[src/rtl/lan_pwr_pkg.sv]
// Overview of operation
// - Shutdown needs EEPROM enable plus global power-down.
// - EEPROM read in reset-hold may enter shutdown.
// - Shutdown tri-states every output buffer.
// - Leave shutdown on power-good drop, timed ramp.
// - Host power good: PLL lock, delay, EEPROM read.
// - Shared clock follows both functions; PLL off only in shutdown.
// - Shared resources off only when both ports off.
// - Aux power detect enters reset-hold until power good.
// - Power good loss returns active or D3hot to reset-hold.
// - Reset-hold entry keeps enabled wake filters.
// - Power good rise leaves reset-hold for uninitialized.
// - Power-up EEPROM read may enable magic-packet wake.
// - Power-up with manageability or wake lowers speed.
// - Active to reset-hold with wake lowers speed.
// - Host link stays disabled in power-up reset-hold.
// - Uninitialized entry disables wake, holds PHY reset.
// - Internal power good clears non-sticky state, reloads.
// - Writing 00b leaves D3hot, config space kept.
// - Memory or IO enable write enters active state.
// - Writing 11b enters D3hot, clears enables.
// - D3hot: configuration only, no master cycles.
// - Active keeps magic-packet wake until software clears.
// - Global power-down needs enable, reset-hold, PHY, SerDes.
package lan_pwr_pkg;

	typedef enum logic [2:0] {
		ST_OFF = 3'h0,
		ST_RESET_HOLD = 3'h1,
		ST_UNINIT = 3'h2,
		ST_ACTIVE = 3'h3,
		ST_D3HOT = 3'h4,
		ST_SHUTDOWN = 3'h5
	} pwr_state_t;

	typedef enum logic [2:0] {
		PH_IDLE = 3'h0,
		PH_EE_AUX = 3'h1,
		PH_PLL = 3'h2,
		PH_IPG = 3'h3,
		PH_EE_HOST = 3'h4,
		PH_RAMP = 3'h5,
		PH_XOSC = 3'h6,
		PH_EE_EXIT = 3'h7
	} phase_t;

	typedef struct packed {
		logic regulator_shutdown_enable;
		logic reset_hold_pd_enable;
		logic magic_packet_wake;
		logic asf_enable;
	} ee_cfg_t;

	typedef struct packed {
		logic clock_pd;
		logic pll_pd;
		logic res_pd;
	} shared_pd_t;

	localparam int CLK_KHZ = 25000;
	localparam int T_PLL_US = 50;
	localparam int T_IPG_US = 50;
	localparam int T_EE_HOST_MS = 2;
	localparam int T_EE_AUX_MS = 20;
	localparam int T_RAMP_MS = 5;
	localparam int T_XOSC_MS = 10;
	localparam int PLL_CYC = (T_PLL_US * CLK_KHZ + 999) / 1000;
	localparam int IPG_CYC = (T_IPG_US * CLK_KHZ + 999) / 1000;
	localparam int EE_HOST_CYC = T_EE_HOST_MS * CLK_KHZ;
	localparam int EE_AUX_CYC = T_EE_AUX_MS * CLK_KHZ;
	localparam int RAMP_CYC = T_RAMP_MS * CLK_KHZ;
	localparam int XOSC_CYC = T_XOSC_MS * CLK_KHZ;
	localparam int CNT_W = 20;

	localparam logic [7:0] OFS_STATUS = 8'h00;
	localparam logic [7:0] OFS_PMCSR = 8'h04;
	localparam logic [7:0] OFS_COMMAND = 8'h08;
	localparam logic [7:0] OFS_WAKE_CTRL = 8'h0C;
	localparam logic [7:0] OFS_WAKE_FILTER = 8'h10;

	localparam int PM_PME_BIT = 8;
	localparam int CMD_IO_BIT = 0;
	localparam int CMD_MEM_BIT = 1;
	localparam int WUC_MPW_BIT = 0;
	localparam int FILTER_W = 8;
	localparam logic [1:0] PM_D0 = 2'h0;
	localparam logic [1:0] PM_D3 = 2'h3;
	localparam logic [1:0] CMD_RST = 2'h0;
	localparam logic [7:0] FILTER_RST = 8'h00;

endpackage

[src/rtl/lan_power_state_manager.sv]
`timescale 1ns/100ps
`default_nettype none
module lan_power_state_manager #(
	parameter int EE_AUX_CYC = lan_pwr_pkg::EE_AUX_CYC,
	parameter int EE_HOST_CYC = lan_pwr_pkg::EE_HOST_CYC,
	parameter int RAMP_CYC = lan_pwr_pkg::RAMP_CYC,
	parameter int XOSC_CYC = lan_pwr_pkg::XOSC_CYC
) (
	// Clock and reset
	input wire logic clk_i,
	input wire logic rst_i,
	// Asynchronous power pins
	input wire logic aux_power_detect_i,
	input wire logic host_power_good_i,
	// Same-clock status from EEPROM reader, PHY, SerDes and peer function
	input wire lan_pwr_pkg::ee_cfg_t ee_cfg_i,
	input wire logic phy_pd_i,
	input wire logic serdes_pd_i,
	input wire logic peer_pd_i,
	// Register port
	input wire logic [7:0] addr_i,
	input wire logic [31:0] wdata_i,
	input wire logic we_i,
	input wire logic re_i,
	output logic [31:0] rdata_o,
	// Power control outputs
	output logic [2:0] state_o,
	output logic phy_reset_o,
	output logic wake_enable_o,
	output logic magic_wake_o,
	output logic link_enable_o,
	output logic func_enable_o,
	output logic master_enable_o,
	output logic mem_decode_o,
	output logic low_speed_o,
	output logic out_hiz_o,
	output logic global_pd_o,
	output var lan_pwr_pkg::shared_pd_t shared_pd_o
);

	localparam int CNT_W = lan_pwr_pkg::CNT_W;

	lan_pwr_pkg::pwr_state_t state_q;
	lan_pwr_pkg::phase_t phase_q;
	lan_pwr_pkg::ee_cfg_t cfg_q;
	logic [CNT_W-1:0] cnt_q;
	logic aux_meta_q;
	logic aux_sync_q;
	logic hpg_meta_q;
	logic hpg_sync_q;
	logic hpg_prev_q;
	logic [1:0] cmd_q;
	logic pme_q;
	logic mpw_q;
	logic low_speed_q;
	logic [lan_pwr_pkg::FILTER_W-1:0] filter_q;

	function automatic logic shutdown_ok(input lan_pwr_pkg::ee_cfg_t cfg, input logic phy_pd,
		input logic serdes_pd);
		shutdown_ok = cfg.regulator_shutdown_enable & cfg.reset_hold_pd_enable & phy_pd
			& serdes_pd;
	endfunction

	function automatic logic [CNT_W-1:0] load(input int cycles);
		load = CNT_W'(cycles - 1);
	endfunction

	// Both power pins come from outside the crystal domain.
	always_ff @(posedge clk_i) begin
		if (rst_i) begin
			aux_meta_q <= 1'b0;
			aux_sync_q <= 1'b0;
			hpg_meta_q <= 1'b0;
			hpg_sync_q <= 1'b0;
			hpg_prev_q <= 1'b0;
		end else begin
			aux_meta_q <= aux_power_detect_i;
			aux_sync_q <= aux_meta_q;
			hpg_meta_q <= host_power_good_i;
			hpg_sync_q <= hpg_meta_q;
			hpg_prev_q <= hpg_sync_q;
		end
	end

	wire logic tdone = (cnt_q == '0);
	wire logic pm_wr = we_i && (addr_i == lan_pwr_pkg::OFS_PMCSR);
	wire logic [1:0] pm_field = wdata_i[1:0];
	wire logic in_rh = (state_q == lan_pwr_pkg::ST_RESET_HOLD);
	wire logic in_un = (state_q == lan_pwr_pkg::ST_UNINIT);
	wire logic in_act = (state_q == lan_pwr_pkg::ST_ACTIVE);
	wire logic in_d3 = (state_q == lan_pwr_pkg::ST_D3HOT);
	wire logic in_sd = (state_q == lan_pwr_pkg::ST_SHUTDOWN);
	wire logic live = aux_sync_q && hpg_sync_q;
	wire logic ee_done = tdone && (phase_q == lan_pwr_pkg::PH_EE_AUX
		|| phase_q == lan_pwr_pkg::PH_EE_HOST || phase_q == lan_pwr_pkg::PH_EE_EXIT);
	wire logic aux_done = in_rh && tdone && (phase_q == lan_pwr_pkg::PH_EE_AUX);
	wire logic ipg_event = live && in_rh && tdone && (phase_q == lan_pwr_pkg::PH_IPG);
	wire logic enter_d3 = live && (in_act || in_un) && pm_wr && (pm_field == lan_pwr_pkg::PM_D3);
	wire logic go_active = live && in_un && (phase_q == lan_pwr_pkg::PH_IDLE) && !pm_wr
		&& (cmd_q != lan_pwr_pkg::CMD_RST);
	wire logic global_pd = cfg_q.reset_hold_pd_enable && in_rh && phy_pd_i && serdes_pd_i;
	wire logic wake_armed = mpw_q || pme_q || (filter_q != '0);

	// Power state sequencing: one state register plus a timed phase.
	always_ff @(posedge clk_i) begin
		if (rst_i || !aux_sync_q) begin
			state_q <= lan_pwr_pkg::ST_OFF;
			phase_q <= lan_pwr_pkg::PH_IDLE;
			cnt_q <= '0;
		end else begin
			cnt_q <= tdone ? cnt_q : cnt_q - 1'b1;
			case (state_q)
				lan_pwr_pkg::ST_OFF: begin
					state_q <= lan_pwr_pkg::ST_RESET_HOLD;
					phase_q <= lan_pwr_pkg::PH_EE_AUX;
					cnt_q <= load(EE_AUX_CYC);
				end
				lan_pwr_pkg::ST_RESET_HOLD: begin
					case (phase_q)
						lan_pwr_pkg::PH_IDLE: begin
							// Power good can only be high here after it rose.
							if (hpg_sync_q) begin
								if (shutdown_ok(cfg_q, phy_pd_i, serdes_pd_i)) begin
									state_q <= lan_pwr_pkg::ST_SHUTDOWN;
								end else begin
									phase_q <= lan_pwr_pkg::PH_PLL;
									cnt_q <= load(lan_pwr_pkg::PLL_CYC);
								end
							end
						end
						lan_pwr_pkg::PH_EE_AUX: begin
							if (tdone) begin
								phase_q <= lan_pwr_pkg::PH_IDLE;
								if (!hpg_sync_q && shutdown_ok(ee_cfg_i, phy_pd_i, serdes_pd_i)) begin
									state_q <= lan_pwr_pkg::ST_SHUTDOWN;
								end
							end
						end
						lan_pwr_pkg::PH_PLL: begin
							if (!hpg_sync_q) begin
								phase_q <= lan_pwr_pkg::PH_IDLE;
							end else if (tdone) begin
								phase_q <= lan_pwr_pkg::PH_IPG;
								cnt_q <= load(lan_pwr_pkg::IPG_CYC);
							end
						end
						lan_pwr_pkg::PH_IPG: begin
							if (!hpg_sync_q) begin
								phase_q <= lan_pwr_pkg::PH_IDLE;
							end else if (tdone) begin
								state_q <= lan_pwr_pkg::ST_UNINIT;
								phase_q <= lan_pwr_pkg::PH_EE_HOST;
								cnt_q <= load(EE_HOST_CYC);
							end
						end
						lan_pwr_pkg::PH_RAMP: begin
							if (tdone) begin
								phase_q <= lan_pwr_pkg::PH_XOSC;
								cnt_q <= load(XOSC_CYC);
							end
						end
						lan_pwr_pkg::PH_XOSC: begin
							if (tdone) begin
								phase_q <= lan_pwr_pkg::PH_EE_EXIT;
								cnt_q <= load(EE_HOST_CYC);
							end
						end
						lan_pwr_pkg::PH_EE_EXIT: begin
							if (tdone) begin
								phase_q <= lan_pwr_pkg::PH_IDLE;
							end
						end
						default: begin
							phase_q <= lan_pwr_pkg::PH_IDLE;
						end
					endcase
				end
				lan_pwr_pkg::ST_SHUTDOWN: begin
					// Exit takes a fall of power good, so a read-time entry with it low holds.
					if (hpg_prev_q && !hpg_sync_q) begin
						state_q <= lan_pwr_pkg::ST_RESET_HOLD;
						phase_q <= lan_pwr_pkg::PH_RAMP;
						cnt_q <= load(RAMP_CYC);
					end
				end
				lan_pwr_pkg::ST_UNINIT, lan_pwr_pkg::ST_ACTIVE, lan_pwr_pkg::ST_D3HOT: begin
					if (!hpg_sync_q) begin
						state_q <= lan_pwr_pkg::ST_RESET_HOLD;
						phase_q <= lan_pwr_pkg::PH_IDLE;
					end else if (enter_d3) begin
						state_q <= lan_pwr_pkg::ST_D3HOT;
						phase_q <= lan_pwr_pkg::PH_IDLE;
					end else if (in_d3 && pm_wr && pm_field == lan_pwr_pkg::PM_D0) begin
						state_q <= lan_pwr_pkg::ST_UNINIT;
						phase_q <= lan_pwr_pkg::PH_EE_HOST;
						cnt_q <= load(EE_HOST_CYC);
					end else if (in_un && phase_q == lan_pwr_pkg::PH_EE_HOST && tdone) begin
						phase_q <= lan_pwr_pkg::PH_IDLE;
					end else if (go_active) begin
						state_q <= lan_pwr_pkg::ST_ACTIVE;
					end
				end
				default: begin
					state_q <= lan_pwr_pkg::ST_OFF;
					phase_q <= lan_pwr_pkg::PH_IDLE;
				end
			endcase
		end
	end

	// Command enables: cleared by internal power good and on D3hot entry.
	always_ff @(posedge clk_i) begin
		if (rst_i) begin
			cmd_q <= lan_pwr_pkg::CMD_RST;
		end else if (ipg_event || enter_d3 || !aux_sync_q) begin
			cmd_q <= lan_pwr_pkg::CMD_RST;
		end else if (we_i && addr_i == lan_pwr_pkg::OFS_COMMAND && !in_d3) begin
			cmd_q <= {wdata_i[lan_pwr_pkg::CMD_MEM_BIT], wdata_i[lan_pwr_pkg::CMD_IO_BIT]};
		end
	end

	// PME enable and wake filters are sticky across reset-hold and internal power good.
	always_ff @(posedge clk_i) begin
		if (rst_i) begin
			pme_q <= 1'b0;
			filter_q <= lan_pwr_pkg::FILTER_RST;
		end else begin
			if (pm_wr) begin
				pme_q <= wdata_i[lan_pwr_pkg::PM_PME_BIT];
			end
			if (we_i && addr_i == lan_pwr_pkg::OFS_WAKE_FILTER) begin
				filter_q <= wdata_i[lan_pwr_pkg::FILTER_W-1:0];
			end
		end
	end

	// An EEPROM load that coincides with a software clear still sets the bit.
	always_ff @(posedge clk_i) begin
		if (rst_i) begin
			mpw_q <= 1'b0;
		end else if (ee_done && ee_cfg_i.magic_packet_wake) begin
			mpw_q <= 1'b1;
		end else if (we_i && addr_i == lan_pwr_pkg::OFS_WAKE_CTRL) begin
			mpw_q <= wdata_i[lan_pwr_pkg::WUC_MPW_BIT];
		end
	end

	always_ff @(posedge clk_i) begin
		if (rst_i) begin
			cfg_q <= '0;
		end else if (ee_done) begin
			cfg_q <= ee_cfg_i;
		end
	end

	// Lower link speed only matters outside the active state.
	always_ff @(posedge clk_i) begin
		if (rst_i) begin
			low_speed_q <= 1'b0;
		end else if (aux_done && (ee_cfg_i.asf_enable || ee_cfg_i.magic_packet_wake)) begin
			low_speed_q <= 1'b1;
		end else if (in_act && aux_sync_q && !hpg_sync_q
			&& (cfg_q.asf_enable || mpw_q || pme_q)) begin
			low_speed_q <= 1'b1;
		end else if (go_active) begin
			low_speed_q <= 1'b0;
		end
	end

	always_ff @(posedge clk_i) begin
		if (rst_i) begin
			rdata_o <= '0;
		end else if (re_i) begin
			case (addr_i)
				lan_pwr_pkg::OFS_STATUS: rdata_o <= {19'h0, global_pd, out_hiz_o, low_speed_q,
					link_enable_o, phy_reset_o, 1'b0, phase_q, 1'b0, state_q};
				lan_pwr_pkg::OFS_PMCSR: rdata_o <= {23'h0, pme_q, 6'h0,
					(in_d3 ? lan_pwr_pkg::PM_D3 : lan_pwr_pkg::PM_D0)};
				lan_pwr_pkg::OFS_COMMAND: rdata_o <= {30'h0, cmd_q};
				lan_pwr_pkg::OFS_WAKE_CTRL: rdata_o <= {31'h0, mpw_q};
				lan_pwr_pkg::OFS_WAKE_FILTER: rdata_o <= {24'h0, filter_q};
				default: rdata_o <= '0;
			endcase
		end else begin
			rdata_o <= '0;
		end
	end

	// Outputs follow the state one cycle later so every pin is a flop.
	always_ff @(posedge clk_i) begin
		if (rst_i) begin
			phy_reset_o <= 1'b1;
			wake_enable_o <= 1'b0;
			magic_wake_o <= 1'b0;
			link_enable_o <= 1'b0;
			func_enable_o <= 1'b0;
			master_enable_o <= 1'b0;
			mem_decode_o <= 1'b0;
			out_hiz_o <= 1'b0;
			global_pd_o <= 1'b0;
			shared_pd_o <= '0;
		end else begin
			phy_reset_o <= (state_q == lan_pwr_pkg::ST_OFF) || in_sd
				|| ((in_rh || in_un) && phase_q != lan_pwr_pkg::PH_IDLE
				&& phase_q != lan_pwr_pkg::PH_PLL && phase_q != lan_pwr_pkg::PH_IPG);
			wake_enable_o <= wake_armed && (in_rh || in_act || in_d3
				|| (in_un && phase_q == lan_pwr_pkg::PH_IDLE));
			magic_wake_o <= mpw_q && !in_sd && !(in_un && phase_q != lan_pwr_pkg::PH_IDLE);
			link_enable_o <= (in_un && phase_q == lan_pwr_pkg::PH_IDLE) || in_act || in_d3;
			func_enable_o <= in_act;
			master_enable_o <= in_act;
			mem_decode_o <= in_act && cmd_q[lan_pwr_pkg::CMD_MEM_BIT];
			out_hiz_o <= in_sd;
			global_pd_o <= global_pd;
			shared_pd_o.res_pd <= !in_un && !in_act && peer_pd_i;
			shared_pd_o.clock_pd <= !in_un && !in_act && peer_pd_i && !wake_armed;
			shared_pd_o.pll_pd <= in_sd;
		end
	end

	assign state_o = state_q;
	assign low_speed_o = low_speed_q;

	property p_shutdown_hiz;
		@(posedge clk_i) disable iff (rst_i)
		in_sd |=> out_hiz_o && phy_reset_o && shared_pd_o.pll_pd;
	endproperty
	a_shutdown_hiz: assert property (p_shutdown_hiz) else $error("shutdown not tri-stated");

	property p_d3_quiet;
		@(posedge clk_i) disable iff (rst_i)
		in_d3 |=> !master_enable_o && !mem_decode_o && !func_enable_o;
	endproperty
	a_d3_quiet: assert property (p_d3_quiet) else $error("master cycles in D3hot");

	property p_d3_entry;
		@(posedge clk_i) disable iff (rst_i)
		(in_act && live && pm_wr && pm_field == lan_pwr_pkg::PM_D3)
			|=> in_d3 && cmd_q == lan_pwr_pkg::CMD_RST;
	endproperty
	a_d3_entry: assert property (p_d3_entry) else $error("D3hot entry wrong");

	property p_pg_drop;
		@(posedge clk_i) disable iff (rst_i)
		((in_act || in_d3) && aux_sync_q && !hpg_sync_q)
			|=> in_rh && phase_q == lan_pwr_pkg::PH_IDLE;
	endproperty
	a_pg_drop: assert property (p_pg_drop) else $error("no reset-hold on power good loss");

	property p_uninit_read;
		@(posedge clk_i) disable iff (rst_i)
		(in_un && phase_q == lan_pwr_pkg::PH_EE_HOST) |=> phy_reset_o && !wake_enable_o;
	endproperty
	a_uninit_read: assert property (p_uninit_read) else $error("PHY free during read");

	property p_legal_state;
		@(posedge clk_i) disable iff (rst_i)
		state_q inside {lan_pwr_pkg::ST_OFF, lan_pwr_pkg::ST_RESET_HOLD, lan_pwr_pkg::ST_UNINIT,
			lan_pwr_pkg::ST_ACTIVE, lan_pwr_pkg::ST_D3HOT, lan_pwr_pkg::ST_SHUTDOWN};
	endproperty
	a_legal_state: assert property (p_legal_state) else $error("illegal power state");

	property p_pll_wait;
		@(posedge clk_i) disable iff (rst_i)
		(in_rh && phase_q == lan_pwr_pkg::PH_IDLE && live
			&& !shutdown_ok(cfg_q, phy_pd_i, serdes_pd_i))
			|=> (in_rh && hpg_sync_q)[*8] |-> !link_enable_o;
	endproperty
	a_pll_wait: assert property (p_pll_wait) else $error("left reset-hold before PLL lock");

	property p_d3_exit;
		@(posedge clk_i) disable iff (rst_i)
		(in_d3 && live && pm_wr && pm_field == lan_pwr_pkg::PM_D0)
			|=> in_un && phase_q == lan_pwr_pkg::PH_EE_HOST && $stable(filter_q)
			&& pme_q == $past(wdata_i[lan_pwr_pkg::PM_PME_BIT]);
	endproperty
	a_d3_exit: assert property (p_d3_exit) else $error("D3hot exit wrong");

	property p_filters_kept;
		@(posedge clk_i) disable iff (rst_i)
		(in_rh && $past(state_q) != lan_pwr_pkg::ST_RESET_HOLD && !$past(we_i))
			|-> filter_q == $past(filter_q);
	endproperty
	a_filters_kept: assert property (p_filters_kept) else $error("wake filters lost");

	property p_active_entry;
		@(posedge clk_i) disable iff (rst_i)
		go_active |=> in_act ##1 func_enable_o && master_enable_o;
	endproperty
	a_active_entry: assert property (p_active_entry) else $error("active entry wrong");

	property p_shared_pd;
		@(posedge clk_i) disable iff (rst_i)
		shared_pd_o.res_pd |-> $past(peer_pd_i) && !func_enable_o;
	endproperty
	a_shared_pd: assert property (p_shared_pd) else $error("shared power-down with port on");

endmodule // lan_power_state_manager
`default_nettype wire

[config.mk]
export PLATFORM = sky130hd
export DESIGN_NAME = lan_power_state_manager
export DESIGN_NICKNAME = d
export VERILOG_FILES = /design/src/rtl/lan_pwr_pkg.sv /design/src/rtl/lan_power_state_manager.sv
export SDC_FILE = /design/constraint.sdc
export NUM_CORES = 1
export LEC_CHECK = 0
export ABC_CLOCK_PERIOD_IN_PS = 6500
export BUFFER_PORTS_ARGS = -buffer_cell sky130_fd_sc_hd__buf_2
export CAP_MARGIN = 20
export CORE_UTILIZATION = 25
export DETAILED_ROUTE_END_ITERATION = 8
export PLACE_DENSITY = 0.4
export REMOVE_ABC_BUFFERS = 1
export SYNTH_ARGS = -nofsm -noshare
export SYNTH_HDL_FRONTEND = slang
export SYNTH_SLANG_ARGS = --single-unit
[constraint.sdc]
create_clock -name clk_i -period 6.5 [get_ports clk_i]
set_clock_uncertainty 0.1 [all_clocks]
set_input_delay 0.975 -clock clk_i [delete_from_list [all_inputs] [get_ports clk_i]]
set_output_delay 0.975 -clock clk_i [all_outputs]
set_load 0.03 [all_outputs]
-- After elaboration in Yosys (flattened, before gate mapping)
Cells that the tools add are included.
- add/subtract/negate cells: 1
- equal/unequal tests: 36
- mux-type cells: 51
- bitwise logic cells: 7
- reductions and logical operators: 89
- operators by type and width (operator ; count):
    $mux W20 ; 12
    $pmux W20 S5 ; 1
    $pmux W20 S4 ; 1
    $mux W3 ; 26
    $pmux W13 S5 ; 1
    $logic_and A1 B1 Y1 ; 45
    $ne A3 B3 Y1 const B ; 9
    $pmux W3 S4 ; 2
    $logic_not A20 Y1 ; 1
    $sub A20 B1 Y20 const B ; 1
    $logic_or A1 B1 Y1 ; 19
    $eq A3 B3 Y1 const B ; 6
    $pmux W3 S6 ; 1
    $eq A8 B4 Y1 const B ; 2
    $ne A5 B5 Y1 const B ; 3
    $eq A3 B2 Y1 const B ; 4
    $reduce_and A10 Y1 ; 1
    $logic_not A1 Y1 ; 9
    $ne A3 B2 Y1 const B ; 3
    $pmux W3 S3 ; 1
    $reduce_and A9 Y1 ; 1
    $eq A8 B3 Y1 const B ; 1
    $eq A8 B5 Y1 const B ; 1
    $logic_not A8 Y1 ; 1
    other kinds (16) ; 32
- flip-flop bits (word level): 89
- bits of input ports: 53
- output and inout bits: 48
- word-level logic and storage cells: 211

-- Depth between registers and ports, before layout
- word-level depth: 11
- mapped depth: 14
- depth with buffers taken out: 11

-- Worst setup path after synthesis
OpenSTA, ideal clock, no wires.
- path kind: in2reg
- from: input port addr_i[2]
- to: register state_q[2] (netlist: state_o[2])
- library setup time: 0.115 ns
- data arrival time: 2.508 ns
- data required time: 6.285 ns
- setup slack: 3.777 ns
- stages: 7
- buffers on the path: 1
- cells stage by stage: nor4b_1 and3_1 clkbuf_1 or4_1 a31o_2 and3_1 a31o_1
- cells in the longest elaborated chain, start to end: 8
- elaborated cells between the ends (all ways): 16
- classes of those cells: 3 x eq/ne; 4 x mux; 9 x reduce/logical
- ends and longest elaborated chain (item ; line ; source):
    start, declared ; lan_power_state_manager.sv:21 ; input wire logic [7:0] addr_i,
    $eq A8 B3 Y1 * ; lan_power_state_manager.sv:86 ; wire logic pm_wr = we_i && (addr_i == lan_pwr_pkg::OFS_PMCSR);
    $logic_and A1 B1 Y1 * ; lan_power_state_manager.sv:86 ;
    $logic_and A1 B1 Y1 (2 in a row) ; lan_power_state_manager.sv:193 ; end else if (in_d3 && pm_wr && pm_field == lan_pwr_pkg::PM_D0) begin
    $mux W3 ; lan_power_state_manager.sv:193 ;
    $mux W3 ; lan_power_state_manager.sv:190 ; end else if (enter_d3) begin
    $mux W3 ; lan_power_state_manager.sv:187 ; if (!hpg_sync_q) begin
    $pmux W3 S4 ; lan_power_state_manager.sv:112 ; case (state_q)
    end signal, assigned ; lan_power_state_manager.sv:188 ; state_q <= lan_pwr_pkg::ST_RESET_HOLD;
    end signal, assigned ; lan_power_state_manager.sv:191 ; state_q <= lan_pwr_pkg::ST_D3HOT;
    end signal, assigned ; lan_power_state_manager.sv:194 ; state_q <= lan_pwr_pkg::ST_UNINIT;
    end, declared ; lan_power_state_manager.sv:43 ; lan_pwr_pkg::pwr_state_t state_q;
Mark *: on every way between the ends. The rest lies on a longest branch, timed or not.
A chain may end at the register's enable or synchronous reset.

-- Final worst setup path
- from: register state_q[2] (netlist: state_o[2])
- to: register cnt_q[17]
- cells in the longest elaborated chain, start to end: 8
- elaborated cells between the ends (all ways): 17
- classes of those cells: 5 x eq/ne; 4 x mux; 8 x reduce/logical
- ends and longest elaborated chain (item ; line ; source):
    start signal, assigned ; lan_power_state_manager.sv:107 ; state_q <= lan_pwr_pkg::ST_OFF;
    start signal, assigned ; lan_power_state_manager.sv:114 ; state_q <= lan_pwr_pkg::ST_RESET_HOLD;
    start signal, assigned ; lan_power_state_manager.sv:124 ; state_q <= lan_pwr_pkg::ST_SHUTDOWN;
    $eq A3 B2 Y1, on equally long branches ; lan_power_state_manager.sv:90, lan_power_state_manager.sv:112, lan_power_state_manager.sv:89 ;
    $logic_or A1 B1 Y1 ; lan_power_state_manager.sv:98 ; wire logic enter_d3 = live && (in_act || in_un) && pm_wr && (pm_field == lan_pwr_pkg::PM_D3);
    $logic_and A1 B1 Y1 (3 in a row) ; lan_power_state_manager.sv:98 ;
    $mux W20 ; lan_power_state_manager.sv:190 ;
    $mux W20 ; lan_power_state_manager.sv:187 ;
    $pmux W20 S4 * ; lan_power_state_manager.sv:112 ;
    end signal, assigned ; lan_power_state_manager.sv:111 ; cnt_q <= tdone ? cnt_q : cnt_q - 1'b1;
    end signal, assigned ; lan_power_state_manager.sv:116 ; cnt_q <= load(EE_AUX_CYC);
    end signal, assigned ; lan_power_state_manager.sv:196 ; cnt_q <= load(EE_HOST_CYC);
    end, declared ; lan_power_state_manager.sv:46 ; logic [CNT_W-1:0] cnt_q;
Marks and branches as above.

==> impl_metrics.py <==
metrics = {
    "worst_hold_path": {
        "hold_start": "hpg_meta_q$_SDFF_PP0_",
        "timing.hold.worst_path_depth": 1,
        "timing.hold.worst.class": "flip-flop to flip-flop",
    },
    "power_and_ir_drop": {
        "ir_worst_vdd_v": 0.0001081,
        "power_leakage_uw": 0.001897,
        "power_dens_cells_mw_per_mm2": 223.7,
    },
    "final_layout": {
        "fillCellCount": 1683,
        "layout.core_utilization_pct": 29.97,
        "drive_gt1_share_pct": 16.98,
        "multi_input_area_mm2": 0.002280,
        "area_growth_syn_to_layout_pct": 16.30,
        "antenna_diode_count": 0,
        "sequential_cell_area_mm2": 0.001401,
        "nets": 586,
    },
    "routing": {
        "drtAntennaViolNets": 0,
        "post_drt_via_cell_ratio": 4.964,
        "route.detailed.wl_per_inst_um": 16.41,
        "dr.pass1.iters": 5,
        "route.vias.total": 3708,
        "drcViolationCount": 0,
        "totalWireLength_mm": 12.26,
        "drt_iter0_markers": 263,
    },
    "sta": {
        "finalCriticalPeriod_ps": 3106,
        "fmax_mhz": 321.9,
        "timing.max_slew.rel_slack_pct": 43.07,
        "timing_max_transition_violations_final": 0,
        "final_hold_viol_count": 0,
        "fin_tns_setup_ps": 0,
        "tightestPinTransition_ps": 853.9,
        "setup_repair_after_global_routing_missed_its_margin": "false",
        "post-route-period-util_pct": 47.79,
        "timing.final.setup_violations": 0,
        "minimum_setup_slack_in_the_final_design_ps": 3394,
    },
    "clock_network": {
        "htree_levels": 3,
        "hold_buffers": 0,
        "cts-root-buf": "clkbuf_16",
        "cts_setup_buffers": 0,
        "post_cts.resized_instances": 0,
        "worst_skew_pair.late_latency_ps": 340,
        "clk_transition_reported_paths_ps": 60,
        "cts_inserted_buffers": 9,
        "ctsLongestPathBuffers": 2,
        "cts_tree": "built",
        "cts_num_sinks": 70,
    },
    "floorplan": {
        "placeableCoreArea_mm2": 0.01531,
        "io_pins": 101,
        "core.rowCount": 45,
        "die_area_mm2": 0.01629,
        "fp.dieH_um": 127.6,
        "initial_core_utilization_pct": 25.77,
        "dieWidth_um": 127.6,
    },
    "worst_setup_path": {
        "critPathRequiredTime_ps": 6610,
        "ff2ff_path_depth": 6,
        "setup.reg_to_reg.worst_slack_ps": 3390,
        "setup.worst_path.start": "state_o[2]$_SDFFE_PP0P_",
        "critPathCaptureType": "flip-flop",
        "critical_path.reg2reg.startpoint": "state_o[2]$_SDFFE_PP0P_",
        "critPathMaxFanout": 20,
        "crit_type": "flip-flop to flip-flop",
        "critical_path_arrival_ps": 3220,
        "timing.critical_path.from_type": "flip-flop",
    },
    "global_route": {
        "grt_pass1_vias": 3586,
        "track_usage_pct": 15.65,
        "grt_start_max_net_pins": 31,
        "antenna_found_initial": 0,
        "grt_first_pass_wirelength_mm": 19.38,
        "global_route.overflow_total": 0,
    },
    "synth": {
        "asyncSetResetFlopFracSynth_pct": 0,
        "ys_seq_area_share_pct": 35.51,
        "synth-warning-count": 0,
        "syn_area_per_cell_um2": 8.037,
        "number_of_flops_mapped_to_enable_cells_by_yosys": 0,
        "yosys.cell_types.count": 68,
        "post_synth_inst_count": 491,
        "synth_top_area_share_pct": 35.51,
        "synthDominantAreaCellType": "dfxtp_1",
        "synth_area_mm2": 0.003946,
        "synth-main-ff-cell": "dfxtp_1",
        "ys_ff_latch": 70,
        "synth_top_area_cells": "dfxtp_1, mux2i_1, nor2_1, buf_4, nand2_1",
    },
    "outcome": {
        "status": "finished clean",
    },
    "job": {
        "maxCapViolations": 0,
    },
    "placed_design": {
        "place_ws_ps": 3182,
        "dp_hpwl_mm": 8.847,
        "place.port_buffers": 58,
        "finalWeightedCongestion": 0.8192,
    },
}
## cells in the mapped netlist, types with 3 or more instances
library cell / instances
xnor2_1: 5
or3_1: 6
or4_1: 3
nand3_1: 16
xor2_1: 9
nor3_1: 18
and2_1: 4
o31ai_1: 6
inv_1: 10
a21o_1: 6
nor2_1: 50
nand4_1: 7
a211oi_1: 3
nand2_1: 42
o22ai_1: 3
o21a_1: 4
a31oi_1: 5
dfxtp_1: 70
and3b_1: 3
clkbuf_1: 24
nor2b_1: 13
o21ai_0: 27
nor4b_1: 3
buf_1: 3
and3_1: 11
nor4_1: 9
nand2b_1: 4
buf_4: 22
nor3b_1: 4
mux2i_1: 21
a2111oi_0: 4
o211ai_1: 3
a21oi_1: 28
## cell usage in the layout (no fill, tap or decap), drive strengths merged, types with 6 or more instances in the layout
master / synthesis / layout
o31ai: 6 / 6
and3: 11 / 11
a21o: 6 / 6
nor2: 51 / 51
a21oi: 29 / 29
buf: 27 / 62
nor3: 19 / 19
inv: 11 / 14
conb: 1 / 19
mux2i: 21 / 21
nor4: 9 / 9
or3: 6 / 6
nand4: 7 / 7
dfxtp: 70 / 70
clkbuf: 24 / 9
o21ai: 29 / 29
xor2: 9 / 9
nand3: 16 / 16
nor2b: 13 / 13
nand2: 42 / 42
## state kept, by name, indices dropped and copies added, names as in the netlist, 2 cells and up
name,count
rdata_o,13
filter_q,8
cfg_q,3
phase_q,3
cmd_q,2
cnt_q,20
state_o,3
shared_pd_o,3
## final timing paths
path                                              end
worst max-delay path             cnt_q[17]$_SDFF_PP0_
worst min-delay path            hpg_sync_q$_SDFF_PP0_
worst max register to register   cnt_q[17]$_SDFF_PP0_
worst min register to register  hpg_sync_q$_SDFF_PP0_
## critical path, cell delays in order (launching register included)
cell	delay (ps)
dfxtp_1	790
or3b_2	570
nor3_1	280
nand3_1	390
a21o_1	370
o211ai_1	330
o221ai_1	150
## report_power, final
group	leakage (uW)	internal (uW)	switching (uW)	total, uW
clock network	0.000133	262	208	470
registers	0.000566	434	5.83	440
logic	0.00120	38.1	78.5	117
total	0.00190	734	292	1030
## metal layers
layer / wire length (um) / up-vias / share of wire [%] / GRT usage, %
met5: 0 / - / 0 / 0
met2: 5452 / 112 / 44 / 24.27
met4: 192 / 0 / 1.6 / 6.367
met1: 6074 / 1766 / 50 / 21.36
li1: - / 1818 / - / -
met3: 544 / 12 / 4.4 / 2.848
## kinds of logic (layout without fill, tap and decap cells)
group | after synthesis | in the layout | synth area share (%)
and+or+nand+nor | 203 | 203 | 26.89
muxes | 23 | 23 | 5.897
other | 1 | 19 | 0.09503
AOI/OAI and AO/OA | 116 | 116 | 19.44
DFF | 70 | 70 | 35.51
adders and majority gates | 2 | 2 | 0.6340
xor gates and xnor gates | 14 | 14 | 3.107
buffers and inverters | 62 | 89 | 8.434
## cell type report
class	instances	share of cell area (%)
Multi-Input combinational cell	377	49.67
Sequential cell	70	30.53
Timing Repair Buffer	62	6.979
Tap cell	211	5.752
Clock buffer	9	4.907
Clock inverter	7	1.200
Inverter	11	0.9542
## stage by stage
stage	total power (uW)	cell area (um2)	hold WS [ps]	std cells
2_1_floorplan	527.1	3725	313.8	458
4_1_cts	1042	4589	339.5	747
5_1_grt	1074	4589	359.3	747
3_5_place_dp	565.5	4309	324.6	731
3_3_place_gp	565.3	4309	319.9	731
6_report	1027	4589	334.8	747
Note: power is estimated with default switching activity, not from simulation.
